==> src/hdl/dimmer_pkg.sv <==
// constants and types shared by the pulse-count led dimmer
package dimmer_pkg;

  // ==========================================================
  // clock
  localparam int CLK_PERIOD_NS = 10;        // 100 mhz system clock

  // ==========================================================
  // channels and level code
  localparam int         NUM_CHANNELS  = 4;  // led sink channels
  localparam int         SINGLE_SENSES = 5;  // enable/dim pin plus one-bit sense inputs
  localparam logic [4:0] COUNT_RESET   = 5'h00; // pulse count after reset
  localparam logic [4:0] COUNT_LAST    = 5'h1f; // count that gives zero
  localparam logic [4:0] FULL_SCALE    = 5'h1f; // level code at n = 0
  localparam logic [4:0] LEVEL_OFF     = 5'h00; // level code when off

  // ==========================================================
  // timing, each in its printed unit, then in cycles
  localparam int PULSE_MIN_NS    = 200;     // least program low/high
  localparam int PULSE_MIN_CYC   =
    (PULSE_MIN_NS + CLK_PERIOD_NS - 1) / CLK_PERIOD_NS;
  localparam int LOW_MAX_US      = 100;     // longest program low
  localparam int LOW_MAX_CYC     = (LOW_MAX_US * 1000) / CLK_PERIOD_NS;
  localparam int SHUTDOWN_LOW_US = 1500;    // 1.5 ms low to shutdown
  localparam int SHUTDOWN_CYC    =
    (SHUTDOWN_LOW_US * 1000 + CLK_PERIOD_NS - 1) / CLK_PERIOD_NS;
  localparam int MODE_STEP_US    = 120;     // wait per pump mode step
  localparam int MODE_STEP_CYC   = (MODE_STEP_US * 1000) / CLK_PERIOD_NS;
  localparam int TIMER_BITS      = 18;      // holds the shutdown count

  // ==========================================================
  // types
  typedef enum logic [1:0] {
    PUMP_1X,
    PUMP_1P33,
    PUMP_1P5,
    PUMP_2X
  } pump_mode_t;

  typedef enum logic [1:0] {
    PWR_OFF,
    PWR_ON,
    PWR_HOT
  } power_state_t;

endpackage

==> src/hdl/pin_sync.sv <==
// two-flop synchroniser for a vector of independent pin levels
`timescale 1ns/1ps
module pin_sync #(
  parameter int WIDTH = 1
) (
  // clock, reset, enable
  input  wire logic             i_sys_clk,
  input  wire logic             i_rst_n,
  input  wire logic             i_clk_en,
  // pin levels in, synchronised levels out
  input  wire logic [WIDTH-1:0] i_async,
  output logic      [WIDTH-1:0] o_sync
);

  // ==========================================================
  // one pair of flops per bit; bits are not coherent as a word
  genvar b;
  generate
    for (b = 0; b < WIDTH; b++) begin : g_bit
      logic meta_reg;   // first stage, read only by second stage
      logic stable_reg; // second stage, safe to use
      always_ff @(posedge i_sys_clk or negedge i_rst_n) begin
        if (!i_rst_n) begin
          meta_reg   <= 1'b0;
          stable_reg <= 1'b0;
        end else if (i_clk_en) begin
          meta_reg   <= i_async[b];
          stable_reg <= meta_reg;
        end
      end
      assign o_sync[b] = stable_reg;
    end
  endgenerate

endmodule

==> src/hdl/level_timer.sv <==
// saturating cycle counter with synchronous clear
`timescale 1ns/1ps
module level_timer #(
  parameter int WIDTH = 18
) (
  // clock, reset, enable
  input  wire logic             i_sys_clk,
  input  wire logic             i_rst_n,
  input  wire logic             i_clk_en,
  // control
  input  wire logic             i_clear,
  input  wire logic             i_run,
  // elapsed cycles
  output logic      [WIDTH-1:0] o_count
);

  logic [WIDTH-1:0] count_reg;  // elapsed cycles
  logic [WIDTH-1:0] count_next; // next elapsed value
  logic             at_max;     // saturated, never wraps to zero

  // ==========================================================
  // next value: clear wins, then count up until saturated
  assign at_max     = &count_reg;
  assign count_next = i_clear ? '0 :
                      (i_run && !at_max) ? count_reg + 1'b1 :
                      count_reg;

  // ==========================================================
  // counter flop
  always_ff @(posedge i_sys_clk or negedge i_rst_n) begin
    if (!i_rst_n) begin
      count_reg <= '0;
    end else if (i_clk_en) begin
      count_reg <= count_next;
    end
  end

  assign o_count = count_reg;

endmodule

==> src/hdl/pulse_count_led_dimmer.sv <==
// one-wire enable/dim decoder and pump mode control for a led driver
`timescale 1ns/1ps
module pulse_count_led_dimmer
  import dimmer_pkg::*;
#(
  parameter int CHANNELS      = NUM_CHANNELS,
  parameter int TIMER_W       = TIMER_BITS,
  parameter int LOW_MAX_CYCLES  = LOW_MAX_CYC,
  parameter int SHUTDOWN_CYCLES = SHUTDOWN_CYC,
  parameter int MODE_STEP_CYCLES = MODE_STEP_CYC
) (
  // clock, reset, enable
  input  wire logic                i_sys_clk,
  input  wire logic                i_rst_n,
  input  wire logic                i_clk_en,
  // enable/dim pin from the host
  input  wire logic                i_enable_dim_input,
  // analog sense comparators
  input  wire logic [CHANNELS-1:0] i_channel_open,
  input  wire logic [CHANNELS-1:0] i_channel_unreg,
  input  wire logic                i_headroom_1x,
  input  wire logic                i_pump_output_over,
  input  wire logic                i_die_hot,
  input  wire logic                i_die_cooled,
  // current control
  output logic      [4:0]          o_level_code,
  output logic      [CHANNELS-1:0] o_channel_on,
  // charge pump control
  output pump_mode_t               o_pump_mode,
  output logic                     o_pump_switching,
  // status
  output logic                     o_enabled,
  output logic                     o_thermal_shutdown
);

  // ==========================================================
  // parameter checks
  generate
    if (CHANNELS < 1) begin : g_bad_channels
      $error("channel count must be at least one");
    end
    if (PULSE_MIN_CYC >= LOW_MAX_CYCLES ||
        LOW_MAX_CYCLES >= SHUTDOWN_CYCLES) begin : g_bad_order
      $error("pulse, low and shutdown counts out of order");
    end
    if (SHUTDOWN_CYCLES >= (2 ** TIMER_W) - 1 ||
        MODE_STEP_CYCLES >= (2 ** TIMER_W) - 1) begin : g_bad_width
      $error("timer too narrow for the counts");
    end
  endgenerate

  // thresholds at timer width
  localparam logic [TIMER_W-1:0] PULSE_MIN_T = TIMER_W'(PULSE_MIN_CYC);
  localparam logic [TIMER_W-1:0] LOW_MAX_T   = TIMER_W'(LOW_MAX_CYCLES);
  localparam logic [TIMER_W-1:0] SHUT_T      = TIMER_W'(SHUTDOWN_CYCLES);
  localparam logic [TIMER_W-1:0] STEP_T      = TIMER_W'(MODE_STEP_CYCLES);
  localparam int                 SYNC_W      = 2 * CHANNELS + SINGLE_SENSES;

  // ==========================================================
  // synchronised inputs
  logic [SYNC_W-1:0]   sync_in;       // raw pin levels
  logic [SYNC_W-1:0]   sync_out;      // after two flops
  logic                raw_sync;      // enable/dim level
  logic [CHANNELS-1:0] open_sync;     // channel open
  logic [CHANNELS-1:0] unreg_sync;    // channel out of regulation
  logic                headroom_sync; // 1x would regulate again
  logic                over_sync;     // output over-voltage
  logic                hot_sync;      // die above trip
  logic                cool_sync;     // die cooled by hysteresis

  assign sync_in = {i_enable_dim_input, i_channel_open, i_channel_unreg,
                    i_headroom_1x, i_pump_output_over, i_die_hot,
                    i_die_cooled};

  pin_sync #(
    .WIDTH    (SYNC_W)
  ) u_sync (
    .i_sys_clk(i_sys_clk),
    .i_rst_n  (i_rst_n),
    .i_clk_en (i_clk_en),
    .i_async  (sync_in),
    .o_sync   (sync_out)
  );

  assign {raw_sync, open_sync, unreg_sync, headroom_sync, over_sync,
          hot_sync, cool_sync} = sync_out;

  // ==========================================================
  // pulse width measurement on the enable/dim line
  logic               raw_prev_reg;  // last synchronised level
  logic               level_reg;     // filtered line level
  logic               level_next;
  logic [TIMER_W-1:0] pin_count;     // cycles the raw level held
  logic               pin_changed;   // raw level moved this cycle
  logic               accept;        // new level held long enough
  logic               rise;          // filtered rising edge
  logic               long_low;      // low beyond the longest low
  logic               shutdown_low;  // low long enough to power down

  assign pin_changed = raw_sync != raw_prev_reg;

  level_timer #(
    .WIDTH    (TIMER_W)
  ) u_pin_timer (
    .i_sys_clk(i_sys_clk),
    .i_rst_n  (i_rst_n),
    .i_clk_en (i_clk_en),
    .i_clear  (pin_changed),
    .i_run    (1'b1),
    .o_count  (pin_count)
  );

  // a level shorter than the minimum never reaches the filter output
  assign accept     = !pin_changed && (raw_sync != level_reg) &&
                      (pin_count >= PULSE_MIN_T);
  assign level_next = accept ? raw_sync : level_reg;
  assign rise       = accept && raw_sync;
  // a high glitch restarts the low count; accepted as harmless
  assign long_low     = !level_reg && !raw_sync &&
                        (pin_count > LOW_MAX_T);
  assign shutdown_low = !level_reg && !raw_sync &&
                        (pin_count >= SHUT_T);

  // line flops
  always_ff @(posedge i_sys_clk or negedge i_rst_n) begin
    if (!i_rst_n) begin
      raw_prev_reg <= 1'b0;
      level_reg    <= 1'b0;
    end else if (i_clk_en) begin
      raw_prev_reg <= raw_sync;
      level_reg    <= level_next;
    end
  end

  // ==========================================================
  // power state and pulse count
  power_state_t state_reg;   // off, on, thermal shutdown
  power_state_t state_next;
  logic [4:0]   count_reg;   // dimming pulses since enable
  logic [4:0]   count_next;
  logic         stale_reg;   // next edge ends an overlong low
  logic         stale_next;
  logic         step;        // counted edge: lowers the level, or wraps it to full
  logic         active;      // regulating leds

  assign active = state_reg == PWR_ON;
  assign step   = active && rise && !stale_reg;

  // state decode: thermal trip outranks every other event
  always_comb begin
    state_next = state_reg;
    case (state_reg)
      PWR_OFF: begin
        if (hot_sync) begin
          state_next = PWR_HOT;
        end else if (rise) begin
          state_next = PWR_ON;
        end
      end
      PWR_ON: begin
        if (hot_sync) begin
          state_next = PWR_HOT;
        end else if (shutdown_low) begin
          state_next = PWR_OFF;
        end
      end
      PWR_HOT: begin
        // the cooled comparator carries the hysteresis band
        if (cool_sync && !hot_sync) begin
          state_next = PWR_ON;
        end
      end
      default: begin
        state_next = PWR_OFF;
      end
    endcase
  end

  // count: cleared on enable, stepped with wrap from the last code
  assign count_next =
    (state_reg == PWR_OFF && state_next == PWR_ON) ? COUNT_RESET :
    !step ? count_reg :
    (count_reg == COUNT_LAST) ? COUNT_RESET :
    count_reg + 5'h01;

  // stale mark: set by an overlong low, consumed by the next edge
  assign stale_next = !active ? 1'b0 :
                      long_low ? 1'b1 :
                      rise ? 1'b0 : stale_reg;

  // state flops
  always_ff @(posedge i_sys_clk or negedge i_rst_n) begin
    if (!i_rst_n) begin
      state_reg <= PWR_OFF;
      count_reg <= COUNT_RESET;
      stale_reg <= 1'b0;
    end else if (i_clk_en) begin
      state_reg <= state_next;
      count_reg <= count_next;
      stale_reg <= stale_next;
    end
  end

  // ==========================================================
  // charge pump mode stepping
  pump_mode_t         mode_reg;     // present pump gain
  pump_mode_t         mode_next;
  pump_mode_t         mode_up;      // next higher gain
  logic [TIMER_W-1:0] mode_count;   // cycles out of regulation
  logic [CHANNELS-1:0] in_use;      // connected channels
  logic               all_open;     // nothing to regulate
  logic               need_step;    // a used channel lacks headroom
  logic               mode_clear;   // restart the step wait

  assign in_use    = ~open_sync;
  assign all_open  = ~|in_use;
  assign need_step = |(unreg_sync & in_use);
  assign mode_up   = pump_mode_t'(mode_reg + 2'h1);

  // downward moves only ever land on 1x
  assign mode_next =
    (!active || all_open) ? PUMP_1X :
    over_sync ? PUMP_1X :
    (headroom_sync && mode_reg != PUMP_1X) ? PUMP_1X :
    (need_step && mode_count >= STEP_T &&
     mode_reg != PUMP_2X) ? mode_up : mode_reg;

  assign mode_clear = !need_step || over_sync ||
                      (mode_next != mode_reg);

  level_timer #(
    .WIDTH    (TIMER_W)
  ) u_mode_timer (
    .i_sys_clk(i_sys_clk),
    .i_rst_n  (i_rst_n),
    .i_clk_en (i_clk_en),
    .i_clear  (mode_clear),
    .i_run    (active),
    .o_count  (mode_count)
  );

  // ==========================================================
  // output flops; the level code lags the count by one cycle
  logic [4:0]          level_code_reg;
  logic                switching_reg;
  logic [CHANNELS-1:0] chan_on_reg;

  always_ff @(posedge i_sys_clk or negedge i_rst_n) begin
    if (!i_rst_n) begin
      mode_reg       <= PUMP_1X;
      level_code_reg <= LEVEL_OFF;
      switching_reg  <= 1'b0;
    end else if (i_clk_en) begin
      mode_reg       <= mode_next;
      level_code_reg <= active ? FULL_SCALE - count_reg :
                        LEVEL_OFF;
      switching_reg  <= mode_next != PUMP_1X;
    end
  end

  // per channel sink enable: off when inactive or open
  genvar c;
  generate
    for (c = 0; c < CHANNELS; c++) begin : g_chan
      always_ff @(posedge i_sys_clk or negedge i_rst_n) begin
        if (!i_rst_n) begin
          chan_on_reg[c] <= 1'b0;
        end else if (i_clk_en) begin
          chan_on_reg[c] <= active && in_use[c];
        end
      end
    end
  endgenerate

  assign o_level_code       = level_code_reg;
  assign o_channel_on       = chan_on_reg;
  assign o_pump_mode        = mode_reg;
  assign o_pump_switching   = switching_reg;
  assign o_enabled          = active;
  assign o_thermal_shutdown = state_reg == PWR_HOT;
endmodule

==> config.mk <==
export PLATFORM = sky130hd
export DESIGN_NAME = pulse_count_led_dimmer
export DESIGN_NICKNAME = d
export VERILOG_FILES = /design/src/hdl/dimmer_pkg.sv /design/src/hdl/pin_sync.sv /design/src/hdl/level_timer.sv /design/src/hdl/pulse_count_led_dimmer.sv
export SDC_FILE = /design/constraint.sdc
export NUM_CORES = 1
export LEC_CHECK = 0
export BUFFER_PORTS_ARGS = -buffer_cell sky130_fd_sc_hd__buf_2
export CELL_PAD_IN_SITES_DETAIL_PLACEMENT = 0
export CELL_PAD_IN_SITES_GLOBAL_PLACEMENT = 1
export CORE_MARGIN = 5
export CORE_UTILIZATION = 30
export DETAILED_ROUTE_END_ITERATION = 7
export PLACE_DENSITY_LB_ADDON = 0.1
export SLEW_MARGIN = 20
export SYNTH_ARGS = -nofsm -noshare
export SYNTH_HDL_FRONTEND = slang
export SYNTH_SLANG_ARGS = --single-unit
export TNS_END_PERCENT = 10
==> constraint.sdc <==
create_clock -name i_sys_clk -period 2.7 [get_ports i_sys_clk]
set_clock_uncertainty 0.05 [all_clocks]
set_input_delay 0.135 -clock i_sys_clk [delete_from_list [all_inputs] [get_ports i_sys_clk]]
set_output_delay 0.135 -clock i_sys_clk [all_outputs]
set_load 0.01 [all_outputs]
==> reports/qor.yml <==
grt_max_degree: 43
worstSetupStartpointType: "flip-flop"
cp.buffers_inverters: 0
numPlacedInstances: 632
wl_per_cell_um: 15.4
yosys_warnings: 0
cp_max_fo: 5
synth-seq-area-share: 0.495
max-vdd-ir-drop_mv: 0.364
critPathMostFrequentCell: "or3_1"
grt_pass1_vias: 3415
n_antenna_cell: 0
syn_inst: 423
setup_slack_ns: 0.363
antenna_found_initial: 0
cp.arrival_ns: 2.55
die_width_um: 129
antenna_left: 0
ys_ff_latch: 84
tightest_slew_ns: 0.875
nets: 502
synth-xor-area-share: 0.0475
p_leak_uw: 0.00228
ctsResizeCount: 0
dpl-instance-area_um2: 4660
period_share: 0.866
required_ns: 2.91
drt-vias-per-instance: 4.94
clk_latency_ns: 0.35
first_iter_violations: 150
period_needed_ns: 2.34
dp_hpwl_um: 7100
core_um2: 13900
synth_fa_ha_area_frac: 0.0265
grt_pass1_wl_um: 17400
place.port_buffers: 29
synth_top_family_by_area: "simple AND/OR/NAND/NOR gates"
drv_slew: 0
status: "finished, final reports clean"
cts_sinks: 84
vias: 3271
grt-ovfl-total: 0
crit_path_top_delay_cell: "dfrtp_1"
clockBufferDepth: 2
die_y_um: 129
crit_path_cell_trace: "ha_1 -> and3_1 -> ha_1 -> or3_1 -> or3_1 -> or3_1 -> o211ai_1"
ios: 30
rows: 43
cts_hold_buf: 14
synth_cell_types: 47
root_buffer: "clkbuf_16"
critPathTopFamily: "simple AND/OR/NAND/NOR gates"
drive_gt1_frac: 0.189
area.growth.synth_to_final_pct: 19.4
postLayoutCoreUtil: 0.365
avgSynthCellArea_um2: 10.0
slew_headroom: 0.413
power_density_nw_per_um2: 610
cts_tree: "yes"
path_clk_slew_ns: 0.06
synth_compound_gate_area_share: 0.125
drv_cap: 0
tritoncts.num_buffers: 9
synth-async-reset-ratio: 1.00
min_path_type: "input pin to flip-flop"
place_congestion: 0.786
start_util: 0.306
syn_nets: 448
synth_edf_count: 0
wl_um: 10200
crit_type: "flip-flop to flip-flop"
final_cell_mix: "dfrtp_1 (84), nand2_1 (46), nor2_1 (34), buf_2 (28), mux2_2 (24)"
ctsHtreeMaxLevel: 3
worst_setup_path_end_kind: "flip-flop"
track_usage: 0.133
dr.pass1.iters: 5
design_area_um2: 5070
cts_setup_buffers: 0
muxShareOfSynthArea: 0.0708
synth_top_flop_cell: "dfrtp_1"
layout_commonest_cell: "dfrtp_1"
synth-simple-area-share: 0.199
synth_area_um2: 4240
setup_viol: 0
finalHoldViolCount: 0
preCtsSetupSlack_ns: 0.341
slowest_delay_ns: 0.42
final.setup.tns_ns: 0
rsz0062_at_grt: "false"
post-route-drc-count: 0
fmax_mhz: 428
dieArea_um2: 16600
final_cells: 662
worst paths after layout:
kind,startpoint,to,slack [ns],cells after the start
hold / removal,i_clk_en,u_pin_timer.o_count[6],0.20,3
setup / recovery,count_reg[0],count_reg[3],0.36,7
min in group asynchronous,i_rst_n,u_sync.g_bit[9].stable_reg,0.28,2
hold reg to reg,u_sync.g_bit[10].stable_reg,o_channel_on[2],0.42,1
max in group asynchronous,i_rst_n,u_mode_timer.o_count[14],1.59,3
setup reg to reg,count_reg[0],count_reg[3],0.36,7
power by group:
part           switching, µW  total, µW  leakage (µW)  internal, µW
Clock                    522       1140      0.000124           621
Sequential              98.8       1460       0.00110          1370
Combinational            274        483       0.00106           209
Total                    895       3090       0.00228          2200
per-stage QoR:
stage	hold slack (ns)	total power (µW)
detailed placement	0.125	1970
finish	0.196	3090
floorplan	-0.211	1760
global route	0.221	3270
CTS	0.179	3160
global placement	0.115	1960
logic make-up (layout without fill, tap and decap cells):
family	count (synthesis)	in the layout
buffers and inverters	36	95
multiplexers	27	27
AND/OR/NAND/NOR	170	170
XOR/XNOR	23	23
flip-flops	84	84
adder cells (fa/ha/maj)	9	9
AO/OA/AOI/OAI	74	74
layout make-up:
type | count | area [µm²]
inverters | 21 | 78.8
clock inverters | 6 | 41.3
repair buffers | 58 | 400
multi-input cells | 303 | 1990
well taps | 180 | 225
fillers | 1421 | 8810
clock buffers | 10 | 229
flip-flops and latches | 84 | 2100
worst reg2reg max path: stages, from the launching register on:
cell and delay, ns:
dfrtp_1 0.42, ha_1 0.24, and3_1 0.19, ha_1 0.21, or3_1 0.36, or3_1 0.36, or3_1 0.33, o211ai_1 0.10
metal layers:
metal / share of wire / GRT usage / vias to the layer above
met5: 0 / 0 / -
met4: 0.021 / 0.0500 / 0
met1: 0.47 / 0.170 / 1577
li1: - / - / 1635
met2: 0.48 / 0.219 / 45
met3: 0.034 / 0.0320 / 14
cells in the mapped netlist (all sizes together), types with 3 or more instances:
library cell,count,area share
a211oi,7,0.012
a21oi,5,0.0059
a31oi,4,0.0059
and3,11,0.016
and4,4,0.0083
buf,5,0.0080
clkbuf,10,0.0091
dfrtp,84,0.50
ha,9,0.027
inv,20,0.018
mux2,24,0.064
mux2i,3,0.0071
nand2,47,0.042
nand2b,6,0.0088
nand3,23,0.027
nand4,10,0.015
nor2,35,0.033
nor2b,7,0.010
nor3,10,0.012
nor4,9,0.013
o2111a,3,0.0080
o211ai,6,0.011
o21ai,16,0.019
o31ai,15,0.027
or2,3,0.0044
or3,3,0.0044
xnor2,6,0.012
xor2,17,0.035
Note: power is estimated with default switching activity, not from simulation.
